<file path="config.mk">
export PLATFORM = sky130hd
export DESIGN_NAME = ddr4_seq_ctrl
export DESIGN_NICKNAME = d
export VERILOG_FILES = /design/src/design/ddr4_seq_pkg.sv /design/src/design/ddr4_seq_ctrl.sv
export SDC_FILE = /design/constraint.sdc
export NUM_CORES = 1
export LEC_CHECK = 0
export ABC_AREA = 1
export BUFFER_PORTS_ARGS = -buffer_cell sky130_fd_sc_hd__buf_2
export CELL_PAD_IN_SITES_DETAIL_PLACEMENT = 1
export CELL_PAD_IN_SITES_GLOBAL_PLACEMENT = 1
export CORE_MARGIN = 1.5
export CORE_UTILIZATION = 49
export CTS_CLUSTER_DIAMETER = 100
export DETAILED_ROUTE_END_ITERATION = 6
export MAX_ROUTING_LAYER = met4
export PLACE_DENSITY_LB_ADDON = 0.1
export SETUP_SLACK_MARGIN = 0.3
export SLEW_MARGIN = 20
export SYNTH_ARGS = -nofsm -noshare
export SYNTH_HDL_FRONTEND = slang
export SYNTH_HIERARCHICAL = 1
export SYNTH_SLANG_ARGS = --single-unit
export TNS_END_PERCENT = 30
</file>
<file path="constraint.sdc">
create_clock -name clk -period 7.4 [get_ports clk]
set_clock_uncertainty 0.1 [all_clocks]
set_input_delay 1.11 -clock clk [delete_from_list [all_inputs] [get_ports clk]]
set_output_delay 1.11 -clock clk [all_outputs]
set_load 0.01 [all_outputs]
</file>
<file path="src/design/ddr4_seq_pkg.sv">
// constants and types for the ddr4 command sequencing controller
`default_nettype none
package ddr4_seq_pkg;
  typedef logic [10:0] tcnt_t;
  localparam int CK_NS = 50; // 20 MHz command clock
  // round a nanosecond limit up to whole clocks
  function automatic int cyc_up(input int ns);
    return (ns + CK_NS - 1) / CK_NS;
  endfunction : cyc_up
  function automatic int imax(input int a, input int b);
    return (a > b) ? a : b;
  endfunction : imax
  // ------------------------------------------------------------
  // timing in its own units
  // ------------------------------------------------------------
  localparam int T_RFC1_NS = 260;
  localparam int T_RFC4_NS = 110;
  localparam int T_EXTRA_NS = 10;
  localparam int T_CKE_NS = 6;
  localparam int T_CKSR_NS = 10;
  localparam int T_MOD_NS = 15;
  localparam int T_PDA_NS = 10;
  localparam int T_WR_NS = 15;
  localparam int T_REFI_NS = 7800;
  // ------------------------------------------------------------
  // cycle counts
  // ------------------------------------------------------------
  localparam tcnt_t T_ZQINIT = 11'h400;
  localparam tcnt_t T_ZQOPER = 11'h200;
  localparam tcnt_t T_ZQCS = 11'h080;
  localparam tcnt_t T_XPR = 11'(imax(5, cyc_up(T_RFC1_NS + T_EXTRA_NS)));
  localparam tcnt_t T_XS = 11'(cyc_up(T_RFC4_NS + T_EXTRA_NS));
  localparam tcnt_t T_DLLK = 11'h300;
  localparam tcnt_t T_CKE = 11'(imax(4, cyc_up(T_CKE_NS)));
  localparam tcnt_t T_CKESR = 11'(T_CKE + 11'h001);
  localparam tcnt_t T_CKSR = 11'(imax(5, cyc_up(T_CKSR_NS)));
  localparam tcnt_t T_XP = T_CKE;
  localparam tcnt_t T_CPDED = 11'h004;
  localparam tcnt_t T_MOD = 11'(imax(24, cyc_up(T_MOD_NS)));
  localparam tcnt_t T_MRD = 11'h008;
  localparam tcnt_t T_MRD_PDA = 11'(imax(16, cyc_up(T_PDA_NS)));
  localparam tcnt_t T_CKMPE = 11'(T_MOD + T_CPDED);
  localparam tcnt_t T_XMPDLL = 11'(T_XS + T_DLLK);
  localparam tcnt_t T_PDEN = 11'h002;
  localparam tcnt_t T_RL = 11'h011; // programmed read latency
  localparam tcnt_t T_WL = 11'h00c; // programmed write latency
  localparam tcnt_t T_WR = 11'(cyc_up(T_WR_NS));
  localparam tcnt_t T_BURST = 11'h004;
  localparam tcnt_t T_BURST_BC4 = 11'h002;
  localparam tcnt_t T_PD_MAX = 11'(9 * T_REFI_NS / CK_NS);
  localparam tcnt_t T_WLDQSEN = 11'h019;
  localparam tcnt_t T_WLMRD = 11'h028;
  localparam tcnt_t T_PL = 11'h005;
  localparam tcnt_t T_ONE = 11'h001;
  // ------------------------------------------------------------
  // timer slots, one per constraint
  // ------------------------------------------------------------
  localparam int NT = 7;
  localparam int TI_ALL = 0;
  localparam int TI_DLL = 1;
  localparam int TI_MRS = 2;
  localparam int TI_MOD = 3;
  localparam int TI_PDE = 4;
  localparam int TI_CKE = 5;
  localparam int TI_CK = 6;
  typedef enum logic [4:0] {
    OP_DES, OP_ACT, OP_PRE, OP_PREA, OP_REF, OP_RD, OP_RDA,
    OP_WR, OP_WRA, OP_MRS, OP_ZQCL, OP_ZQCS, OP_SRE, OP_SRX,
    OP_PDE, OP_PDX, OP_MPE, OP_MPX, OP_WLE
  } op_t;
  typedef enum logic [5:0] {
    S_RST = 6'h01, S_ZQI = 6'h02, S_IDLE = 6'h04,
    S_PD = 6'h08, S_SR = 6'h10, S_MP = 6'h20
  } state_t;
  typedef struct packed {
    op_t op;
    logic [16:0] addr;
  } req_t;
  typedef struct packed {
    logic par_en;
    logic par_persist;
    logic pda;
    logic bc4_fixed;
  } cfg_t;
  typedef struct packed {
    logic cke;
    logic cs_n;
    op_t op;
    logic [16:0] addr;
  } dram_t;
endpackage : ddr4_seq_pkg
`default_nettype wire

</file>
<file path="src/design/ddr4_seq_ctrl.sv">
// ddr4 command sequencing controller with per-constraint timers
// Summary of operation
// - after reset allow 1024 clocks of initial calibration first
// - long calibration blocks all commands for 512 clocks
// - short calibration blocks all commands for 128 clocks
// - after cke rises at reset exit wait max(5, refresh+10ns)
// - after self-refresh exit wait 4x refresh plus 10ns
// - after self-refresh exit hold dll commands for lock time
// - self-refresh cke low at least pulse plus one, plus parity
// - keep clock valid max(5,10ns) around entry and exit
// - cke pulse max(4,6ns); same wait after power-down exit
// - power-down lasts from pulse width up to nine refreshes
// - power-down entry 2 clocks after act, precharge, refresh
// - power-down entry read latency plus 5 after a read
// - power-down after writes waits latency, burst and recovery
// - per-device mode writes spaced max(16, 10ns)
// - power saving entry keeps clock for update plus disable
// - power saving exit: clock first, then exit delays
// - leveling: strobe driven after 25, first edge after 40
// - persistent parity: deselects issued soon after alert
// - mode register update delay max(24, 15ns)
`timescale 1ns/1ns
`default_nettype none

// ------------------------------------------------------------
// down counter holding off commands until it reaches zero
// ------------------------------------------------------------
module ddr4_gap_timer
  import ddr4_seq_pkg::*;
(
  input  wire logic  clk,
  input  wire logic  reset,
  input  wire logic  load,
  input  wire tcnt_t val,
  output logic       idle
);
  tcnt_t count;

  // keep the longer of what is pending and what is asked
  always_ff @(posedge clk) begin
    if (reset) begin
      count <= '0;
    end else if (load && (val - T_ONE) > count) begin
      count <= val - T_ONE;
    end else if (count != '0) begin
      count <= count - T_ONE;
    end
  end

  assign idle = (count == '0);
endmodule : ddr4_gap_timer

// ------------------------------------------------------------
// top: request port in, device pins out
// ------------------------------------------------------------
module ddr4_seq_ctrl
  import ddr4_seq_pkg::*;
(
  input  wire logic clk,
  input  wire logic reset,
  input  wire logic req_valid,
  input  wire req_t req,
  input  wire cfg_t cfg,
  input  wire logic alert_n,
  output logic      req_ack,
  output dram_t     dram,
  output logic      ck_en,
  output logic      dqs_oe,
  output logic      dqs_edge_ok
);
  state_t state;
  logic   started;
  logic   exiting;
  logic   alert_m;
  logic   alert_s;
  logic   wl_on;
  tcnt_t  wl_cnt;
  tcnt_t  pd_left;
  logic   [NT-1:0] ld;
  logic   [NT-1:0] idle;
  tcnt_t  val [NT];
  logic   dll_op;
  logic   mrs_op;
  logic   exit_op;
  logic   go_idle;
  logic   go_exit;
  logic   take;
  logic   exit_start;
  logic   wake;
  logic   par_block;
  logic   pd_expire;
  logic   zq_init;
  tcnt_t  burst;

  // ------------------------------------------------------------
  // alert pin synchroniser
  // ------------------------------------------------------------
  always_ff @(posedge clk) begin
    if (reset) begin
      alert_m <= 1'b1;
      alert_s <= 1'b1;
    end else begin
      alert_m <= alert_n;
      alert_s <= alert_m;
    end
  end

  // persistent mode: only deselects while alert is low
  assign par_block = cfg.par_persist && !alert_s;

  // ------------------------------------------------------------
  // request decode and gating
  // ------------------------------------------------------------
  always_comb begin
    dll_op = req.op inside {OP_RD, OP_RDA, OP_WR, OP_WRA};
    mrs_op = req.op inside {OP_MRS, OP_WLE, OP_MPE};
    exit_op = req.op inside {OP_SRX, OP_PDX, OP_MPX};
    go_idle = idle[TI_ALL] && !par_block && !exit_op
      && (req.op != OP_DES)
      && (!dll_op || idle[TI_DLL])
      && (mrs_op ? idle[TI_MRS] : idle[TI_MOD])
      && (!(req.op inside {OP_PDE, OP_SRE})
          || (idle[TI_PDE] && idle[TI_CKE]));
    go_exit = !exiting && idle[TI_CKE]
      && ((state == S_PD && req.op == OP_PDX)
       || (state == S_SR && req.op == OP_SRX)
       || (state == S_MP && req.op == OP_MPX));
    take = req_valid && !req_ack
      && ((state == S_IDLE && go_idle) || go_exit);
    pd_expire = state == S_PD && !exiting && pd_left == '0;
    exit_start = (take && go_exit) || pd_expire;
    wake = exiting && idle[TI_CK] && idle[TI_CKE];
    zq_init = state == S_ZQI && idle[TI_ALL];
    burst = cfg.bc4_fixed ? T_BURST_BC4 : T_BURST;
  end

  // ------------------------------------------------------------
  // timer loads
  // ------------------------------------------------------------
  always_comb begin
    ld = '0;
    for (int i = 0; i < NT; i++) begin
      val[i] = T_ONE;
    end
    // calibration and reset exit hold everything
    if (zq_init) begin
      ld[TI_ALL] = 1'b1;
      val[TI_ALL] = T_ZQINIT;
    end else if (state == S_RST && started && idle[TI_CK]) begin
      ld[TI_ALL] = 1'b1;
      val[TI_ALL] = T_XPR;
      ld[TI_CKE] = 1'b1;
      val[TI_CKE] = T_CKE;
    end else if (take && req.op == OP_ZQCL) begin
      ld[TI_ALL] = 1'b1;
      val[TI_ALL] = T_ZQOPER;
    end else if (take && req.op == OP_ZQCS) begin
      ld[TI_ALL] = 1'b1;
      val[TI_ALL] = T_ZQCS;
    end
    // exit delays by kind of low-power state
    if (wake) begin
      ld[TI_ALL] = 1'b1;
      ld[TI_DLL] = 1'b1;
      ld[TI_CKE] = 1'b1;
      val[TI_CKE] = T_CKE;
      case (state)
        S_PD: begin
          val[TI_ALL] = T_XP;
          val[TI_DLL] = T_XP;
        end
        S_SR: begin
          val[TI_ALL] = T_XS;
          val[TI_DLL] = T_DLLK;
        end
        default: begin
          val[TI_ALL] = T_XS;
          val[TI_DLL] = T_XMPDLL;
        end
      endcase
    end
    // mode register spacing and update delay
    if (take && mrs_op) begin
      ld[TI_MRS] = 1'b1;
      val[TI_MRS] = cfg.pda ? T_MRD_PDA : T_MRD;
      ld[TI_MOD] = 1'b1;
      val[TI_MOD] = T_MOD;
    end
    // spacing from a command to power-down entry
    if (take) begin
      ld[TI_PDE] = 1'b1;
      case (req.op)
        OP_ACT, OP_PRE, OP_PREA, OP_REF: val[TI_PDE] = T_PDEN;
        OP_RD, OP_RDA: val[TI_PDE] = T_RL + T_BURST + T_ONE;
        OP_WR: val[TI_PDE] = T_WL + burst + T_WR;
        OP_WRA: val[TI_PDE] = T_WL + burst + T_WR + T_ONE;
        default: ld[TI_PDE] = 1'b0;
      endcase
    end
    // cke pulse width and clock hold around entry and exit
    if (take && req.op == OP_PDE) begin
      ld[TI_CKE] = 1'b1;
      val[TI_CKE] = T_CKE;
    end
    if (take && req.op == OP_SRE) begin
      ld[TI_CKE] = 1'b1;
      val[TI_CKE] = T_CKESR + (cfg.par_en ? T_PL : '0);
    end
    if (take && req.op inside {OP_PDE, OP_SRE}) begin
      ld[TI_CK] = 1'b1;
      val[TI_CK] = T_CKSR + (cfg.par_en ? T_PL : '0);
    end else if (take && req.op == OP_MPE) begin
      ld[TI_CK] = 1'b1;
      val[TI_CK] = T_CKMPE;
    end else if (exit_start || (state == S_RST && !started)) begin
      ld[TI_CK] = 1'b1;
      val[TI_CK] = T_CKSR;
    end
  end

  // one timer for each spacing constraint
  for (genvar g = 0; g < NT; g++) begin : g_tmr
    ddr4_gap_timer u_tmr (
      .clk   (clk),
      .reset (reset),
      .load  (ld[g]),
      .val   (val[g]),
      .idle  (idle[g])
    );
  end

  // ------------------------------------------------------------
  // sequencing of state, cke, clock gate and command pins
  // ------------------------------------------------------------
  always_ff @(posedge clk) begin
    if (reset) begin
      state <= S_RST;
      started <= 1'b0;
      exiting <= 1'b0;
      ck_en <= 1'b1;
      req_ack <= 1'b0;
      dram <= '{cke: 1'b0, cs_n: 1'b1, op: OP_DES, addr: '0};
    end else begin
      req_ack <= take;
      dram.op <= OP_DES;
      dram.cs_n <= 1'b1;
      if (take && !go_exit) begin
        dram.op <= req.op;
        dram.cs_n <= 1'b0;
        dram.addr <= req.addr;
      end
      case (state)
        S_RST: begin
          // clock runs before cke is raised
          if (!started) begin
            started <= 1'b1;
          end else if (idle[TI_CK]) begin
            dram.cke <= 1'b1;
            state <= S_ZQI;
          end
        end
        S_ZQI: begin
          if (idle[TI_ALL]) begin
            dram.op <= OP_ZQCL;
            dram.cs_n <= 1'b0;
            state <= S_IDLE;
          end
        end
        S_IDLE: begin
          if (take && req.op == OP_PDE) begin
            dram.cke <= 1'b0;
            state <= S_PD;
          end else if (take && req.op == OP_SRE) begin
            dram.cke <= 1'b0;
            state <= S_SR;
          end else if (take && req.op == OP_MPE) begin
            state <= S_MP;
          end
        end
        S_PD, S_SR, S_MP: begin
          // clock stops only after the entry hold runs out
          if (exit_start) begin
            exiting <= 1'b1;
            ck_en <= 1'b1;
          end else if (wake) begin
            dram.cke <= 1'b1;
            exiting <= 1'b0;
            state <= S_IDLE;
          end else if (!exiting && idle[TI_CK]) begin
            ck_en <= 1'b0;
          end
        end
        default: state <= S_RST;
      endcase
    end
  end

  // ------------------------------------------------------------
  // power-down ceiling; auto exit avoids missed refreshes
  // ------------------------------------------------------------
  always_ff @(posedge clk) begin
    if (reset) begin
      pd_left <= '0;
    end else if (take && req.op == OP_PDE) begin
      // exit starts a clock hold early, so cke rises at the ceiling
      pd_left <= T_PD_MAX - T_CKSR - T_ONE;
    end else if (pd_left != '0) begin
      pd_left <= pd_left - T_ONE;
    end
  end

  // ------------------------------------------------------------
  // write leveling strobe enables
  // ------------------------------------------------------------
  always_ff @(posedge clk) begin
    if (reset) begin
      wl_on <= 1'b0;
      wl_cnt <= '0;
      dqs_oe <= 1'b0;
      dqs_edge_ok <= 1'b0;
    end else begin
      if (take && req.op == OP_WLE) begin
        wl_on <= 1'b1;
        wl_cnt <= '0;
      end else if (take && mrs_op) begin
        wl_on <= 1'b0;
      end else if (wl_cnt != T_WLMRD) begin
        wl_cnt <= wl_cnt + T_ONE;
      end
      dqs_oe <= wl_on && wl_cnt >= T_WLDQSEN - T_ONE;
      dqs_edge_ok <= wl_on && wl_cnt >= T_WLMRD - T_ONE;
    end
  end

  // ------------------------------------------------------------
  // checks
  // ------------------------------------------------------------
  logic  issue;
  op_t   last_op;
  logic  last_init;
  logic  last_pda;
  tcnt_t gap;
  tcnt_t since_wl;

  assign issue = dram.op != OP_DES;

  // helper: clocks since the previous command and its kind
  always_ff @(posedge clk) begin
    if (reset) begin
      last_op <= OP_DES;
      last_init <= 1'b0;
      last_pda <= 1'b0;
      gap <= '0;
      since_wl <= '0;
    end else begin
      if (issue) begin
        last_op <= dram.op;
        last_init <= state == S_IDLE && last_op == OP_DES;
        last_pda <= cfg.pda;
        gap <= T_ONE;
      end else if (gap != '1) begin
        gap <= gap + T_ONE;
      end
      if (issue && dram.op == OP_WLE) begin
        since_wl <= T_ONE;
      end else if (since_wl != '1) begin
        since_wl <= since_wl + T_ONE;
      end
    end
  end
endmodule : ddr4_seq_ctrl
`default_nettype wire

</file>
==> flow_summary_export.csv <==
group,metric,value,unit
global_routing,overflow,0,
floorplan,coreArea,24500,sq um
global_routing,grt_pass1_wl,59.4,mm
logic_synthesis,synth_area_leaders,"dfxtp_1 22%, nand2_1 12%, inv_1 10%, ha_1 9.5%, nor2_1 7.9%",
timing,fmax,180,MHz
worst_hold_path,min_path_type,"flop to flop",
clock_network,post_cts_buffers,0,
floorplan,rows,57,
timing,slew_viol_final,0,
cells_and_area,stdcell_area,13900,sq um
pwr,p_switching,2.41,mW
timing,fin_crit_sh,75.0,%
pwr,power.internal,2.49,mW
critical_path,cp_top_family,"simple AND/OR/NAND/NOR gates",
cells_and_area,nets,2207,
floorplan,die_area,26200,sq um
floorplan,initial_core_util,50.3,%
route,vias,12100,
logic_synthesis,yosysTopAreaCell,"dfxtp_1",
critical_path,cp.arrival,5750,ps
placed_design,hpwlAfterDp,27.8,mm
timing,finalHoldViolations,0,
pwr,p_clk_share,18.1,%
critical_path,end_kind,"flop",
timing,tightest_slew,730,ps
route,finalWirelength,35.2,mm
floorplan,die_y,162,um
clock_network,cts_resized,0,
critical_path,path_class,"flop to flop",
clock_network,clkTransAtPathRegs,70,ps
global_routing,grt_antenna_before_repair,1,
logic_synthesis,ys_async_sr_fraction,0,%
route,drc_errors,0,
pwr,p_leak,7.10,nW
placed_design,io_buffers,57,
clock_network,numCtsBuffers,17,
pwr,power_frac_seq,23.0,%
clock_network,cts_tree,"done",
status,outcome,"completed",
placed_design,placed_area,13300,sq um
logic_synthesis,synthCells,1905,
placed_design,gp_congestion,0.862,
logic_synthesis,synth.avg_cell_area,6.48,sq um
global_routing,grt_start_max_net_pins,57,
route,routed_via_density,4.99,
critical_path,start_kind,"flop",
critical_path,path_buf_inv,8,
timing,fin_crit,5550,ps
route,firstDrtPassIters,5,
clock_network,clk_latency,440,ps
placed_design,dpl.cell_count,2388,
critical_path,crit_fanout,17,
clock_network,clkSinkCount,138,
global_routing,grt.total_usage,28.6,%
clock_network,htree_levels,4,
logic_synthesis,synth_edf_count,0,
timing,setup_viol,0,
pwr,combPwrFrac,58.9,%
critical_path,slowest_delay,330,ps
cells_and_area,area_growth,12.9,%
floorplan,ios,58,
pwr,p_sw_share,49.2,%
critical_path,crit_top_cell,"inv_1",
critical_path,required,7600,ps
logic_synthesis,yosys_warnings,6,
logic_synthesis,ys.flop_type,"dfxtp_1",
job,cap_violations,0,
timing,rsz0062_at_grt,"false",
logic_synthesis,synth_top_area_share,22.4,%
cells_and_area,fillers,3497,
clock_network,cts_max_path_buffers,2,
pwr,vdd_ir_drop_max,0.172,mV
logic_synthesis,ys_seq_elements,138,
floorplan,die-width,162,um
critical_path,crit_slowest_cell,"dfxtp_1",
cells_and_area,utilization,56.8,%
clock_network,root_buffer,"clkbuf_16",
route,wire_per_inst,14.5,um
timing,fin_setup_tns,0,ps
global_routing,grt_pass1_vias,12400,
logic_synthesis,syn_area,12300,sq um
cells_and_area,fin_cells,2421,
cells_and_area,drive_gt1_share,13.2,%
timing,slew_headroom,51.3,%
route,ant_nets,0,
clock_network,ctsHoldBuffers,0,
pwr,p_per_area,351,nW/um^2
logic_synthesis,ys_seq_area_share,22.4,%
logic_synthesis,ys_types,50,
route,drtIter0Drc,574,
metal layers:
| layer | up-vias | share of wire (%) | track usage [%] | wire (um) |
|---|---|---|---|---|
| li1 | 6176 | - | - | - |
| met1 | 5744 | 45 | 34.4 | 16000 |
| met2 | 119 | 51 | 51.2 | 18100 |
| met3 | 34 | 1.8 | 3.01 | 639 |
| met4 | 0 | 1.4 | 6.96 | 494 |
| met5 | - | 0 | - | 0 |
cells in the mapped netlist, types with 13 or more instances:
| cell type | number |
|---|---|
| ha_1 | 94 |
| nor2_4 | 16 |
| dfxtp_1 | 138 |
| nand3_1 | 145 |
| inv_1 | 328 |
| nand4_1 | 15 |
| xor2_1 | 101 |
| nand3_2 | 13 |
| nand2_2 | 44 |
| nand3b_1 | 14 |
| a21oi_2 | 18 |
| nor2_1 | 259 |
| nand2_1 | 399 |
| nor3_1 | 36 |
| a21oi_1 | 63 |
| inv_2 | 23 |
| o21ai_0 | 62 |
flip-flops by register name, summed over array words and instances, names as in the netlist, 6 cells and up:
signal,cells
g_tmr.u_tmr/count,77
dram,24
pd_left,11
wl_cnt,11
state,6
power groups by stage:
stage / combinational, mW / sequential [mW] / clock [mW]
2_1_floorplan: 2.28 / 1.09 / 0
3_3_place_gp: 2.69 / 1.12 / 0
3_5_place_dp: 2.84 / 1.14 / 0
4_1_cts: 2.89 / 1.12 / 0.902
5_1_grt: 3.30 / 1.15 / 0.933
6_report: 2.88 / 1.13 / 0.886
metrics by stage:
stage | hold WS [ps] | power (mW) | setup slack (ps)
after floorplan | 289 | 3.37 | 2790
after global placement | 299 | 3.81 | 1850
after global routing | 335 | 5.38 | 1290
final | 313 | 4.90 | 1850
after detailed placement | 305 | 3.97 | 1580
after CTS | 320 | 4.92 | 1830
logic make-up (layout without fill, tap and decap cells):
group                      count (synthesis)  in the layout  share of synthesized area (%)
xor gates and xnor gates                 110            110                           7.81
DFF                                      138            138                           22.4
other                                      1            125                         0.0304
buffers and inverters                    390            458                           12.6
and+or+nand+nor                          998            998                           39.5
AOI/OAI and AO/OA                        174            174                           8.22
adders and majority gates                 94             94                           9.53
cells in the final DEF, fill, tap and decap left out, drive strengths merged:
cell,instances
or2,5
bufinv,1
nand3,166
nand3b,14
o21ai,80
clkinv,17
a31oi,4
xor2,101
o211ai,1
and3,1
o31ai,3
conb,124
clkinvlp,2
nand2,463
ha,94
a311oi,1
nor3,39
o21a,1
a211oi,2
inv,361
nor2,288
dfxtp,138
buf,59
clkbuf,18
xnor2,9
a21oi,81
diode,1
nor4,1
o22ai,1
nand4,21
path summary, 6_finish.rpt:
| check | start | end | slack, ps | cells after the start |
|---|---|---|---|---|
| min | alert_m | alert_s | 310 | 1 |
| max reg2reg | g_tmr[0].u_tmr/count[0] | g_tmr[6].u_tmr/count[4] | 1850 | 34 |
| min reg2reg | alert_m | alert_s | 310 | 1 |
| max | g_tmr[0].u_tmr/count[0] | g_tmr[6].u_tmr/count[4] | 1850 | 34 |
cell type report:
type / count / area (sq um) / share of cell area (%)
Timing Repair Buffer: 59 / 303 / 2.17
Sequential cell: 138 / 2760 / 19.8
Multi-Input combinational cell: 1500 / 8490 / 60.9
Inverter: 367 / 1390 / 9.96
Clock buffer: 18 / 439 / 3.15
Antenna cell: 1 / 2.50 / 0.0180
Tap cell: 324 / 405 / 2.91
Clock inverter: 14 / 149 / 1.07
(Power assumes the default switching activity.)
